[src/mscn_pkg.sv]
// Purpose: shared constants and types for the modem status scanner
// Assumes: 20 MHz hclk, AHB-Lite register access, 32-bit data
// Notes: register offsets are byte addresses of aligned words
package mscn_pkg;
  // ********************************************************
  // clock and scan timing
  // ********************************************************
  localparam int CLK_PERIOD_NS = 50;               // hclk period
  localparam int SCAN_LINE_NS = 1200;              // time spent on one line
  localparam int SCAN_CYCLES = (SCAN_LINE_NS + CLK_PERIOD_NS - 1) / CLK_PERIOD_NS;
  localparam int NUM_LINES = 16;                   // modem lines served
  localparam int PTR_W = 4;                        // channel pointer width
  // ********************************************************
  // register map
  // ********************************************************
  localparam logic [4:0] OFS_CTRL = 5'h00;         // scan control and pointer
  localparam logic [4:0] OFS_LINE = 5'h04;         // leads of the pointed line
  localparam logic [4:0] OFS_STAT = 5'h08;         // sticky events, write one clears
  localparam logic [4:0] OFS_MASK = 5'h0C;         // interrupt mask
  // control register fields
  localparam int CTRL_SCAN_EN = 0;                 // free-running scan
  localparam int CTRL_STEP = 1;                    // write one: scan one line
  localparam int CTRL_IRQ_ALLOW = 2;               // global interrupt enable
  localparam int CTRL_CLR_SCAN = 3;                // write one: pointer to zero
  localparam int CTRL_PTR_LSB = 8;                 // channel pointer field
  // line register fields
  localparam int LINE_TERM_RDY = 0;                // terminal ready out
  localparam int LINE_RTS = 1;                     // request to send out
  localparam int LINE_BACK_OUT = 2;                // backchannel out
  localparam int LINE_EN = 3;                      // per-line enable
  localparam int LINE_LIVE_LSB = 4;                // live inputs, four bits
  // reset values
  localparam logic [31:0] CTRL_RESET = 32'h0000_0000;
  localparam logic [15:0] MASK_RESET = 16'hFFFF;
  // fixed bus request level
  localparam logic [2:0] IRQ_LEVEL = 3'h4;
  // ********************************************************
  // types
  // ********************************************************
  typedef struct packed {
    logic ring;                                    // ring indicator
    logic carrier_detect;                          // carrier
    logic cts;                                     // clear to send
    logic backchannel_in;                          // secondary receive
  } mscn_lead_t;
  typedef enum logic [1:0] {
    ST_IDLE = 2'b00,
    ST_READ = 2'b01,
    ST_CMP = 2'b10,
    ST_ADV = 2'b11
  } mscn_state_t;
endpackage

[src/mscn_tick.sv]
// Purpose: scan rate divider, one-cycle enable per line slot
// Assumes: single clock hclk
// Notes: acts as the internally clocked ring counter
`timescale 1ns/1ps
`default_nettype none
module mscn_tick import mscn_pkg::*; #(
  parameter int CYCLES = SCAN_CYCLES
) (
  // clock and reset
  input wire logic hclk,
  input wire logic hresetn,
  // enable pulse out
  output logic tick
);
  // ********************************************************
  // divider
  // ********************************************************
  logic [7:0] cnt; // cycles into the slot
  // count up, pulse on wrap
  always_ff @(posedge hclk or negedge hresetn)
  begin
    if (!hresetn)
    begin
      cnt <= 8'h00;
      tick <= 1'b0;
    end
    else if (cnt == 8'(CYCLES - 1))
    begin
      cnt <= 8'h00;
      tick <= 1'b1;
    end
    else
    begin
      cnt <= cnt + 8'h01;
      tick <= 1'b0;
    end
  end
endmodule // mscn_tick
`default_nettype wire

[src/mscn_hold_mem.sv]
// Purpose: per-line store of last known incoming lead state
// Assumes: one write and one registered read port
// Notes: contents undefined after reset, valid bits live outside
`timescale 1ns/1ps
`default_nettype none
module mscn_hold_mem import mscn_pkg::*; #(
  parameter int DEPTH = NUM_LINES
) (
  // clock
  input wire logic hclk,
  // write port
  input wire logic we,
  input wire logic [PTR_W-1:0] waddr,
  input wire mscn_lead_t wdata,
  // read port
  input wire logic [PTR_W-1:0] raddr,
  output mscn_lead_t rdata
);
  // ********************************************************
  // storage
  // ********************************************************
  mscn_lead_t mem [DEPTH]; // one entry per line
  // write, no reset so it maps to ram
  always_ff @(posedge hclk)
  begin
    if (we)
    begin
      mem[waddr] <= wdata;
    end
  end
  // registered read
  always_ff @(posedge hclk)
  begin
    rdata <= mem[raddr];
  end
endmodule // mscn_hold_mem
`default_nettype wire

[src/mscn_scanner.sv]
// Purpose: sixteen-line modem control lead scanner with AHB-Lite registers
// Assumes: modem inputs are asynchronous and synchronised here
// Notes: transitions are seen only on the line the pointer visits
//
// Decided for this implementation: the AHB-Lite interface to the registers and the placing of the registers.
`timescale 1ns/1ps
`default_nettype none
module mscn_scanner import mscn_pkg::*; #(
  parameter int LINES = NUM_LINES,
  parameter int SCAN_CYC = SCAN_CYCLES
) (
  // clock and reset
  input wire logic hclk,
  input wire logic hresetn,
  // ahb-lite slave
  input wire logic hsel,
  input wire logic [31:0] haddr,
  input wire logic [1:0] htrans,
  input wire logic hwrite,
  input wire logic [2:0] hsize,
  input wire logic [31:0] hwdata,
  input wire logic hready,
  output logic hreadyout,
  output logic hresp,
  output logic [31:0] hrdata,
  // modem inputs, asynchronous
  input wire logic [LINES-1:0] ring_in,
  input wire logic [LINES-1:0] carrier_detect,
  input wire logic [LINES-1:0] cts_in,
  input wire logic [LINES-1:0] backchannel_in,
  // modem outputs
  output logic [LINES-1:0] term_rdy,
  output logic [LINES-1:0] rts_out,
  output logic [LINES-1:0] backchannel_out,
  // interrupt
  output logic irq,
  output logic [2:0] irq_level
);
  // ********************************************************
  // input synchronisers
  // ********************************************************
  mscn_lead_t [LINES-1:0] sync1; // first stage, read only by sync2
  mscn_lead_t [LINES-1:0] sync2; // safe copy of the modem leads
  // two flops per lead before any logic looks at it
  always_ff @(posedge hclk or negedge hresetn)
  begin
    if (!hresetn)
    begin
      sync1 <= '0;
      sync2 <= '0;
    end
    else
    begin
      for (int i = 0; i < LINES; i++)
      begin
        sync1[i] <= '{ring_in[i], carrier_detect[i], cts_in[i], backchannel_in[i]};
      end
      sync2 <= sync1;
    end
  end
  // ********************************************************
  // bus address phase capture
  // ********************************************************
  logic dp_wr; // write pending in data phase
  logic [4:0] dp_addr; // word offset of that write
  logic acc; // address phase accepted this cycle
  assign acc = hsel && hready && htrans[1];
  // always zero wait, always okay
  always_ff @(posedge hclk or negedge hresetn)
  begin
    if (!hresetn)
    begin
      dp_wr <= 1'b0;
      dp_addr <= 5'h00;
      hreadyout <= 1'b0;
      hresp <= 1'b0;
    end
    else
    begin
      hreadyout <= 1'b1;
      hresp <= 1'b0;
      dp_wr <= acc && hwrite;
      dp_addr <= {haddr[4:2], 2'b00};
    end
  end
  // write strobes for each register
  logic wr_ctrl; // data phase write to control
  logic wr_line; // data phase write to line leads
  logic wr_stat; // data phase write-one-clear
  logic wr_mask; // data phase write to mask
  assign wr_ctrl = dp_wr && (dp_addr == OFS_CTRL);
  assign wr_line = dp_wr && (dp_addr == OFS_LINE);
  assign wr_stat = dp_wr && (dp_addr == OFS_STAT);
  assign wr_mask = dp_wr && (dp_addr == OFS_MASK);
  // ********************************************************
  // control state
  // ********************************************************
  logic scan_en; // free-run scan
  logic irq_allow; // global interrupt enable
  logic step_pend; // one line step requested
  logic [PTR_W-1:0] channel_pointer; // line being served
  logic [15:0] stat; // sticky per-line events
  logic [15:0] mask; // per-line interrupt mask
  logic [LINES-1:0] line_en; // per-line enable
  logic [LINES-1:0] hold_valid; // holding store entry written once
  mscn_state_t state; // scan sequencer state
  logic [PTR_W-1:0] cur_line; // line latched for this slot
  logic tick; // slot enable from the ring counter
  logic advance; // pointer moves this cycle
  logic set_evt; // transition seen on cur_line
  mscn_lead_t live; // live leads of cur_line
  mscn_lead_t held; // held leads of cur_line
  // scan enable bits and step request
  always_ff @(posedge hclk or negedge hresetn)
  begin
    if (!hresetn)
    begin
      scan_en <= CTRL_RESET[CTRL_SCAN_EN];
      irq_allow <= CTRL_RESET[CTRL_IRQ_ALLOW];
      step_pend <= 1'b0;
    end
    else
    begin
      if (wr_ctrl)
      begin
        scan_en <= hwdata[CTRL_SCAN_EN];
        irq_allow <= hwdata[CTRL_IRQ_ALLOW];
      end
      // a new step request wins over consuming the old one
      if (wr_ctrl && hwdata[CTRL_STEP])
        step_pend <= 1'b1;
      else if (advance)
        step_pend <= 1'b0;
    end
  end
  // pointer: software load wins over the scan advance
  always_ff @(posedge hclk or negedge hresetn)
  begin
    if (!hresetn)
      channel_pointer <= '0;
    else if (wr_ctrl && hwdata[CTRL_CLR_SCAN])
      channel_pointer <= '0;
    else if (wr_ctrl)
      channel_pointer <= hwdata[CTRL_PTR_LSB +: PTR_W];
    else if (advance)
      channel_pointer <= PTR_W'(channel_pointer + 1'b1);
  end
  // ********************************************************
  // scan sequencer
  // ********************************************************
  mscn_tick #(.CYCLES(SCAN_CYC)) u_tick (
    .hclk(hclk),
    .hresetn(hresetn),
    .tick(tick)
  );
  // step mode advances only when a step is pending
  assign advance = (state == ST_ADV) && !(wr_ctrl) && (scan_en || step_pend);
  // read, compare, advance, one pass per slot
  always_ff @(posedge hclk or negedge hresetn)
  begin
    if (!hresetn)
    begin
      state <= ST_IDLE;
      cur_line <= '0;
    end
    else
    begin
      case (state)
        ST_IDLE:
        begin
          // slot starts only while the scan is enabled or a step is pending
          if (tick && (scan_en || step_pend))
          begin
            state <= ST_READ;
            cur_line <= channel_pointer;
          end
        end
        ST_READ: state <= ST_CMP;
        ST_CMP: state <= ST_ADV;
        ST_ADV: state <= ST_IDLE;
        default: state <= ST_IDLE;
      endcase
    end
  end
  // ********************************************************
  // transition detection
  // ********************************************************
  mscn_hold_mem #(.DEPTH(LINES)) u_hold ( // last known leads per line
    .hclk(hclk),
    .we(state == ST_CMP), // held value follows live after compare
    .waddr(cur_line),
    .wdata(live),
    .raddr(cur_line),
    .rdata(held)
  );
  // live leads of the latched line
  assign live = sync2[cur_line];
  // any changed lead, ring rising included, gated by enables
  assign set_evt = (state == ST_CMP) && hold_valid[cur_line] && (live != held)
                   && line_en[cur_line] && irq_allow;
  // first visit only primes the holding store
  always_ff @(posedge hclk or negedge hresetn)
  begin
    if (!hresetn)
      hold_valid <= '0;
    else if (state == ST_CMP)
      hold_valid[cur_line] <= 1'b1;
  end
  // sticky status, set wins over write-one-clear
  always_ff @(posedge hclk or negedge hresetn)
  begin
    if (!hresetn)
    begin
      stat <= 16'h0000;
    end
    else
    begin
      stat <= (stat & ~(wr_stat ? hwdata[15:0] : 16'h0000))
              | (set_evt ? (16'h0001 << cur_line) : 16'h0000);
    end
  end
  // mask register
  always_ff @(posedge hclk or negedge hresetn)
  begin
    if (!hresetn)
      mask <= MASK_RESET;
    else if (wr_mask)
      mask <= hwdata[15:0];
  end
  // level interrupt and fixed request level
  always_ff @(posedge hclk or negedge hresetn)
  begin
    if (!hresetn)
    begin
      irq <= 1'b0;
      irq_level <= 3'h0;
    end
    else
    begin
      irq <= |(stat & mask);
      irq_level <= IRQ_LEVEL;
    end
  end
  // ********************************************************
  // outgoing leads
  // ********************************************************
  // only the pointed line takes the written leads
  always_ff @(posedge hclk or negedge hresetn)
  begin
    if (!hresetn)
    begin
      term_rdy <= '0;
      rts_out <= '0;
      backchannel_out <= '0;
      line_en <= '0;
    end
    else if (wr_line)
    begin
      term_rdy[channel_pointer] <= hwdata[LINE_TERM_RDY];
      rts_out[channel_pointer] <= hwdata[LINE_RTS];
      backchannel_out[channel_pointer] <= hwdata[LINE_BACK_OUT];
      line_en[channel_pointer] <= hwdata[LINE_EN];
    end
  end
  // ********************************************************
  // read data
  // ********************************************************
  logic [31:0] next_rdata; // value for the coming data phase
  // decode on the address phase, unmapped reads as zero
  always_comb
  begin
    next_rdata = 32'h0000_0000;
    case ({haddr[4:2], 2'b00})
      OFS_CTRL:
      begin
        next_rdata[CTRL_SCAN_EN] = scan_en;
        next_rdata[CTRL_STEP] = step_pend;
        next_rdata[CTRL_IRQ_ALLOW] = irq_allow;
        next_rdata[CTRL_PTR_LSB +: PTR_W] = channel_pointer;
      end
      OFS_LINE:
      begin
        next_rdata[LINE_TERM_RDY] = term_rdy[channel_pointer];
        next_rdata[LINE_RTS] = rts_out[channel_pointer];
        next_rdata[LINE_BACK_OUT] = backchannel_out[channel_pointer];
        next_rdata[LINE_EN] = line_en[channel_pointer];
        next_rdata[LINE_LIVE_LSB +: 4] = sync2[channel_pointer];
      end
      OFS_STAT: next_rdata[15:0] = stat;
      OFS_MASK: next_rdata[15:0] = mask;
      default: next_rdata = 32'h0000_0000;
    endcase
  end
  // hrdata comes from a flop, loaded at the address phase
  always_ff @(posedge hclk or negedge hresetn)
  begin
    if (!hresetn)
      hrdata <= 32'h0000_0000;
    else if (acc && !hwrite)
      hrdata <= next_rdata;
  end
endmodule // mscn_scanner
`default_nettype wire

[config.mk]
export PLATFORM = sky130hd
export DESIGN_NAME = mscn_scanner
export DESIGN_NICKNAME = d
export VERILOG_FILES = /design/src/mscn_pkg.sv /design/src/mscn_tick.sv /design/src/mscn_hold_mem.sv /design/src/mscn_scanner.sv
export SDC_FILE = /design/constraint.sdc
export NUM_CORES = 1
export LEC_CHECK = 0
export CORE_MARGIN = 8
export CORE_UTILIZATION = 51
export CTS_CLUSTER_DIAMETER = 120
export DETAILED_ROUTE_END_ITERATION = 7
export DONT_BUFFER_PORTS = 1
export GPL_ROUTABILITY_DRIVEN = 0
export HOLD_SLACK_MARGIN = 0.02
export MAX_ROUTING_LAYER = met4
export PLACE_DENSITY = 0.65
export RECOVER_POWER = 100
export SLEW_MARGIN = 15
export SYNTH_ARGS = -nofsm -noshare
export SYNTH_HDL_FRONTEND = slang
export SYNTH_SLANG_ARGS = --single-unit
[constraint.sdc]
create_clock -name hclk -period 2.94 [get_ports hclk]
set_input_delay 0.588 -clock hclk [delete_from_list [all_inputs] [get_ports hclk]]
set_output_delay 0.588 -clock hclk [all_outputs]
set_load 0.01 [all_outputs]
==> run summary <==
Most frequent cells in the layout - 265 x dfrtp_1, 87 x mux2_2, 77 x nand2_1, 74 x mux4_2, 64 x edfxtp_1
Clock buffer count from CTS - 37
Yosys Warn Count - 0
Highest clock rate - 0.3607 GHz
CP Data Arrival Time - 3.16 ns
DP Wirelength - 20620 um
NumNets Final - 1069
CTS clk-pin slew, worst paths - 0.06 ns
Final hold vios - 273
CP Data Required Time - 3.32 ns
Max-Cap Viols - 0
Pint - 9.814 mW
Cell Pwr Density - 858.8 nW/um^2
PortBufs - 0
Setup violators final - 0
Clock latency on the worst-skew pair - 0.51 ns
Non-Filler Instances - 1336
Sequential share of power - 44.1%
Tcrit/Tclk final - 94.31%
Hold Worst Slack - -0.2124 ns
Core box area - 27710 sq um
Most used DFF post-synth - dfrtp_1
WL/cell - 22.66 um
Layout cells sized above 1 - 29.26%
Drt drc - 0
Post-route minimum period - 2.773 ns
Area delta synth->final - 11.46%
DR iter-0 viols - 568
Logic pwr share - 22.3%
Fillers - 2145
Psw - 3.843 mW
Die height - 183.3 um
Async set-or-reset flop fraction in the synthesized netlist - 80.68%
Status - finished, violations left
Critical path class - reg2reg
IO Pins - 224
Clock power share - 33.6%
Clk_skew - 0.02132 ns
Unrepaired setup endpoints after global routing - no
Total grt overflow - 0
Hold Path Class - in2async
Max incr delay on CP - 0.53 ns
H-tree levels - 2
Synth unique cells - 57
Clk buf depth - 3
Slowest stage cell, crit path - dfrtp_2
Post-Syn Area - 14270 sq um
Initial Utilization - 51.50%
Final TNS setup - 0 ns
TritonCTS clock tree - built
Worst Tran Pin Value - 0.9682 ns
Critical Path Source Type - flip-flop
First-pass GRT wire length - 47620 um
Chip width - 183.3 um
Total chip power - 13.66 mW
CP Max Fanout - 40
Worst R2R Setup Slack - 0.17 ns
Cell Chain, Critical Path - buf_12 -> mux2i_1 -> mux4_2 -> mux2i_1 -> xor2_1 -> o41ai_4 -> buf_12 -> o41ai_1
Total track usage - 18.73%
Setup ws final - 0.1673 ns
EDFF count, synth - 64
Maximum vdd drop - 0.7884 mV
Synth Area per Inst - 15.71 sq um
Die area - 33580 sq um
Failing checks - hold timing
CP Capture Type - flip-flop
Site row count - 61
DRT Wirelength - 30270 um
Slew Viols, Final - 0
Worst slack, placed - -0.1226 ns
Yosys reg bits - 352
Leak - 6.320 nW
Cells after DPL - 1261
1st-pass router iterations - 5
Via density - 5.690
Largest net degree at the start of global routing - 285
Post-detailed-route count of antenna-violating nets - 0
Clock Sink Count - 352
Register area share after synthesis - 63.98%
Root Driver - clkbuf_16
Synth Instances - 908
Total number of vias - 7602
Vias in the first global route - 8098
Commonest non-fill, non-tap cell in the layout - dfrtp_1
Antenna violations before repair - 8
Slew HR - 35.45%
Switching Share - 28.14%
[area by class of cell]
class                           instances  area (sq um)  area share (%)
Antenna cell                            8         20.02          0.1259
Multi-Input combinational cell        497          4812           30.26
Tap cell                              378         473.0           2.974
Sequential cell                       352          9133           57.43
Inverter                                6         22.52          0.1416
Clock buffer                           53          1079           6.782
Clock inverter                         13         141.4          0.8891
Timing Repair Buffer                   29         222.7           1.400
[cell families (layout without fill, tap and decap cells)]
| kind of cell | Yosys count | count (layout) | share of synthesized area, % |
|---|---|---|---|
| DFF | 352 | 352 | 63.98 |
| and+or+nand+nor | 182 | 182 | 6.384 |
| muxes | 191 | 191 | 20.91 |
| other | 2 | 28 | 0.05264 |
| buffers and inverters | 77 | 101 | 2.876 |
| adders and majority gates | 8 | 8 | 0.7016 |
| AOI/OAI and AO/OA | 85 | 85 | 4.420 |
| xor gates and xnor gates | 11 | 11 | 0.6752 |
[stage by stage]
step	utilization, %	cell area, sq um
floorplan	-	14340
CTS	57.48	15920
detailed placement	53.00	14680
global route	57.40	15900
global placement	53.00	14680
finish	57.40	15900
[state kept, by name, indices dropped and copies added, names as in the netlist, 8 cells and up]
| signal | cells |
|---|---|
| term_rdy | 16 |
| backchannel_out | 16 |
| rts_out | 16 |
| sync2 | 64 |
| sync1 | 64 |
| hrdata | 16 |
| line_en | 16 |
| u_hold.mem | 64 |
| hold_valid | 16 |
| stat | 16 |
| u_tick.cnt | 8 |
| mask | 16 |
[power by group through the flow]
stage               Clock [mW]  Sequential [mW]  Combinational [mW]
finish                    4.59             6.02                3.05
global route              4.90             6.07                3.29
CTS                       4.70             6.03                3.12
detailed placement           0             6.11                3.09
global placement             0             6.10                3.04
floorplan                    0             5.89                2.34
[synthesized netlist by cell type, types with 5 or more instances]
cell	number	share of area, %
a21oi_1	8	0.28
a222oi_1	5	0.35
a22o_1	11	0.68
a22oi_1	6	0.32
and2_1	5	0.22
buf_1	5	0.13
buf_2	7	0.25
buf_4	24	1.3
clkbuf_1	32	0.84
dfrtp_1	268	47
dfstp_2	16	2.9
edfxtp_1	64	13
ha_1	8	0.70
inv_1	6	0.16
mux2_2	87	6.9
mux2i_1	27	1.9
mux4_2	74	12
nand2_1	77	2.0
nand3_1	10	0.35
nand3b_1	7	0.37
nor2_1	30	0.79
nor2b_1	6	0.26
o21ai_0	22	0.77
o31ai_1	13	0.68
or2_2	17	0.75
xnor2_1	5	0.31
xor2_1	6	0.37
[worst paths after layout]
kind,start,to,cells past startpoint
min,hresetn,dp_wr,0
max reg2reg,cur_line[1],stat[4],8
min reg2reg,sync1[34],sync2[34],0
min in group hclk,ring_in[7],sync1[31],0
max,cur_line[1],stat[4],8
max in group asynchronous,hresetn,hold_valid[1],0
[layer usage]
| metal | up-vias | wire, um | GRT usage [%] | share of wire (%) |
|---|---|---|---|---|
| met3 | 40 | 2118 | 4.947 | 7.0 |
| li1 | 3381 | - | - | - |
| met4 | 0 | 610 | 5.335 | 2.0 |
| met5 | - | 0 | - | 0 |
| met1 | 3941 | 13050 | 24.42 | 43 |
| met2 | 240 | 14490 | 28.83 | 48 |
[timing repair]
| item | in CTS | in global routing |
|---|---|---|
| pin swaps | 1 | 0 |
| buffers inserted | 1 | 0 |
| endpoints found under the hold margin | 284 | 284 |
| endpoints found under the setup margin | 16 | 6 |
| resized for setup | 0 | 1 |
[worst max-delay path, delay by kind of cell, from the launching register on]
family,cells,cell delay (ns)
AO/OA/AOI/OAI,2,0.44
XOR/XNOR,1,0.30
buffers and inverters,2,0.47
flip-flops,1,0.53
multiplexers,3,0.88
(Power assumes the default switching activity.)
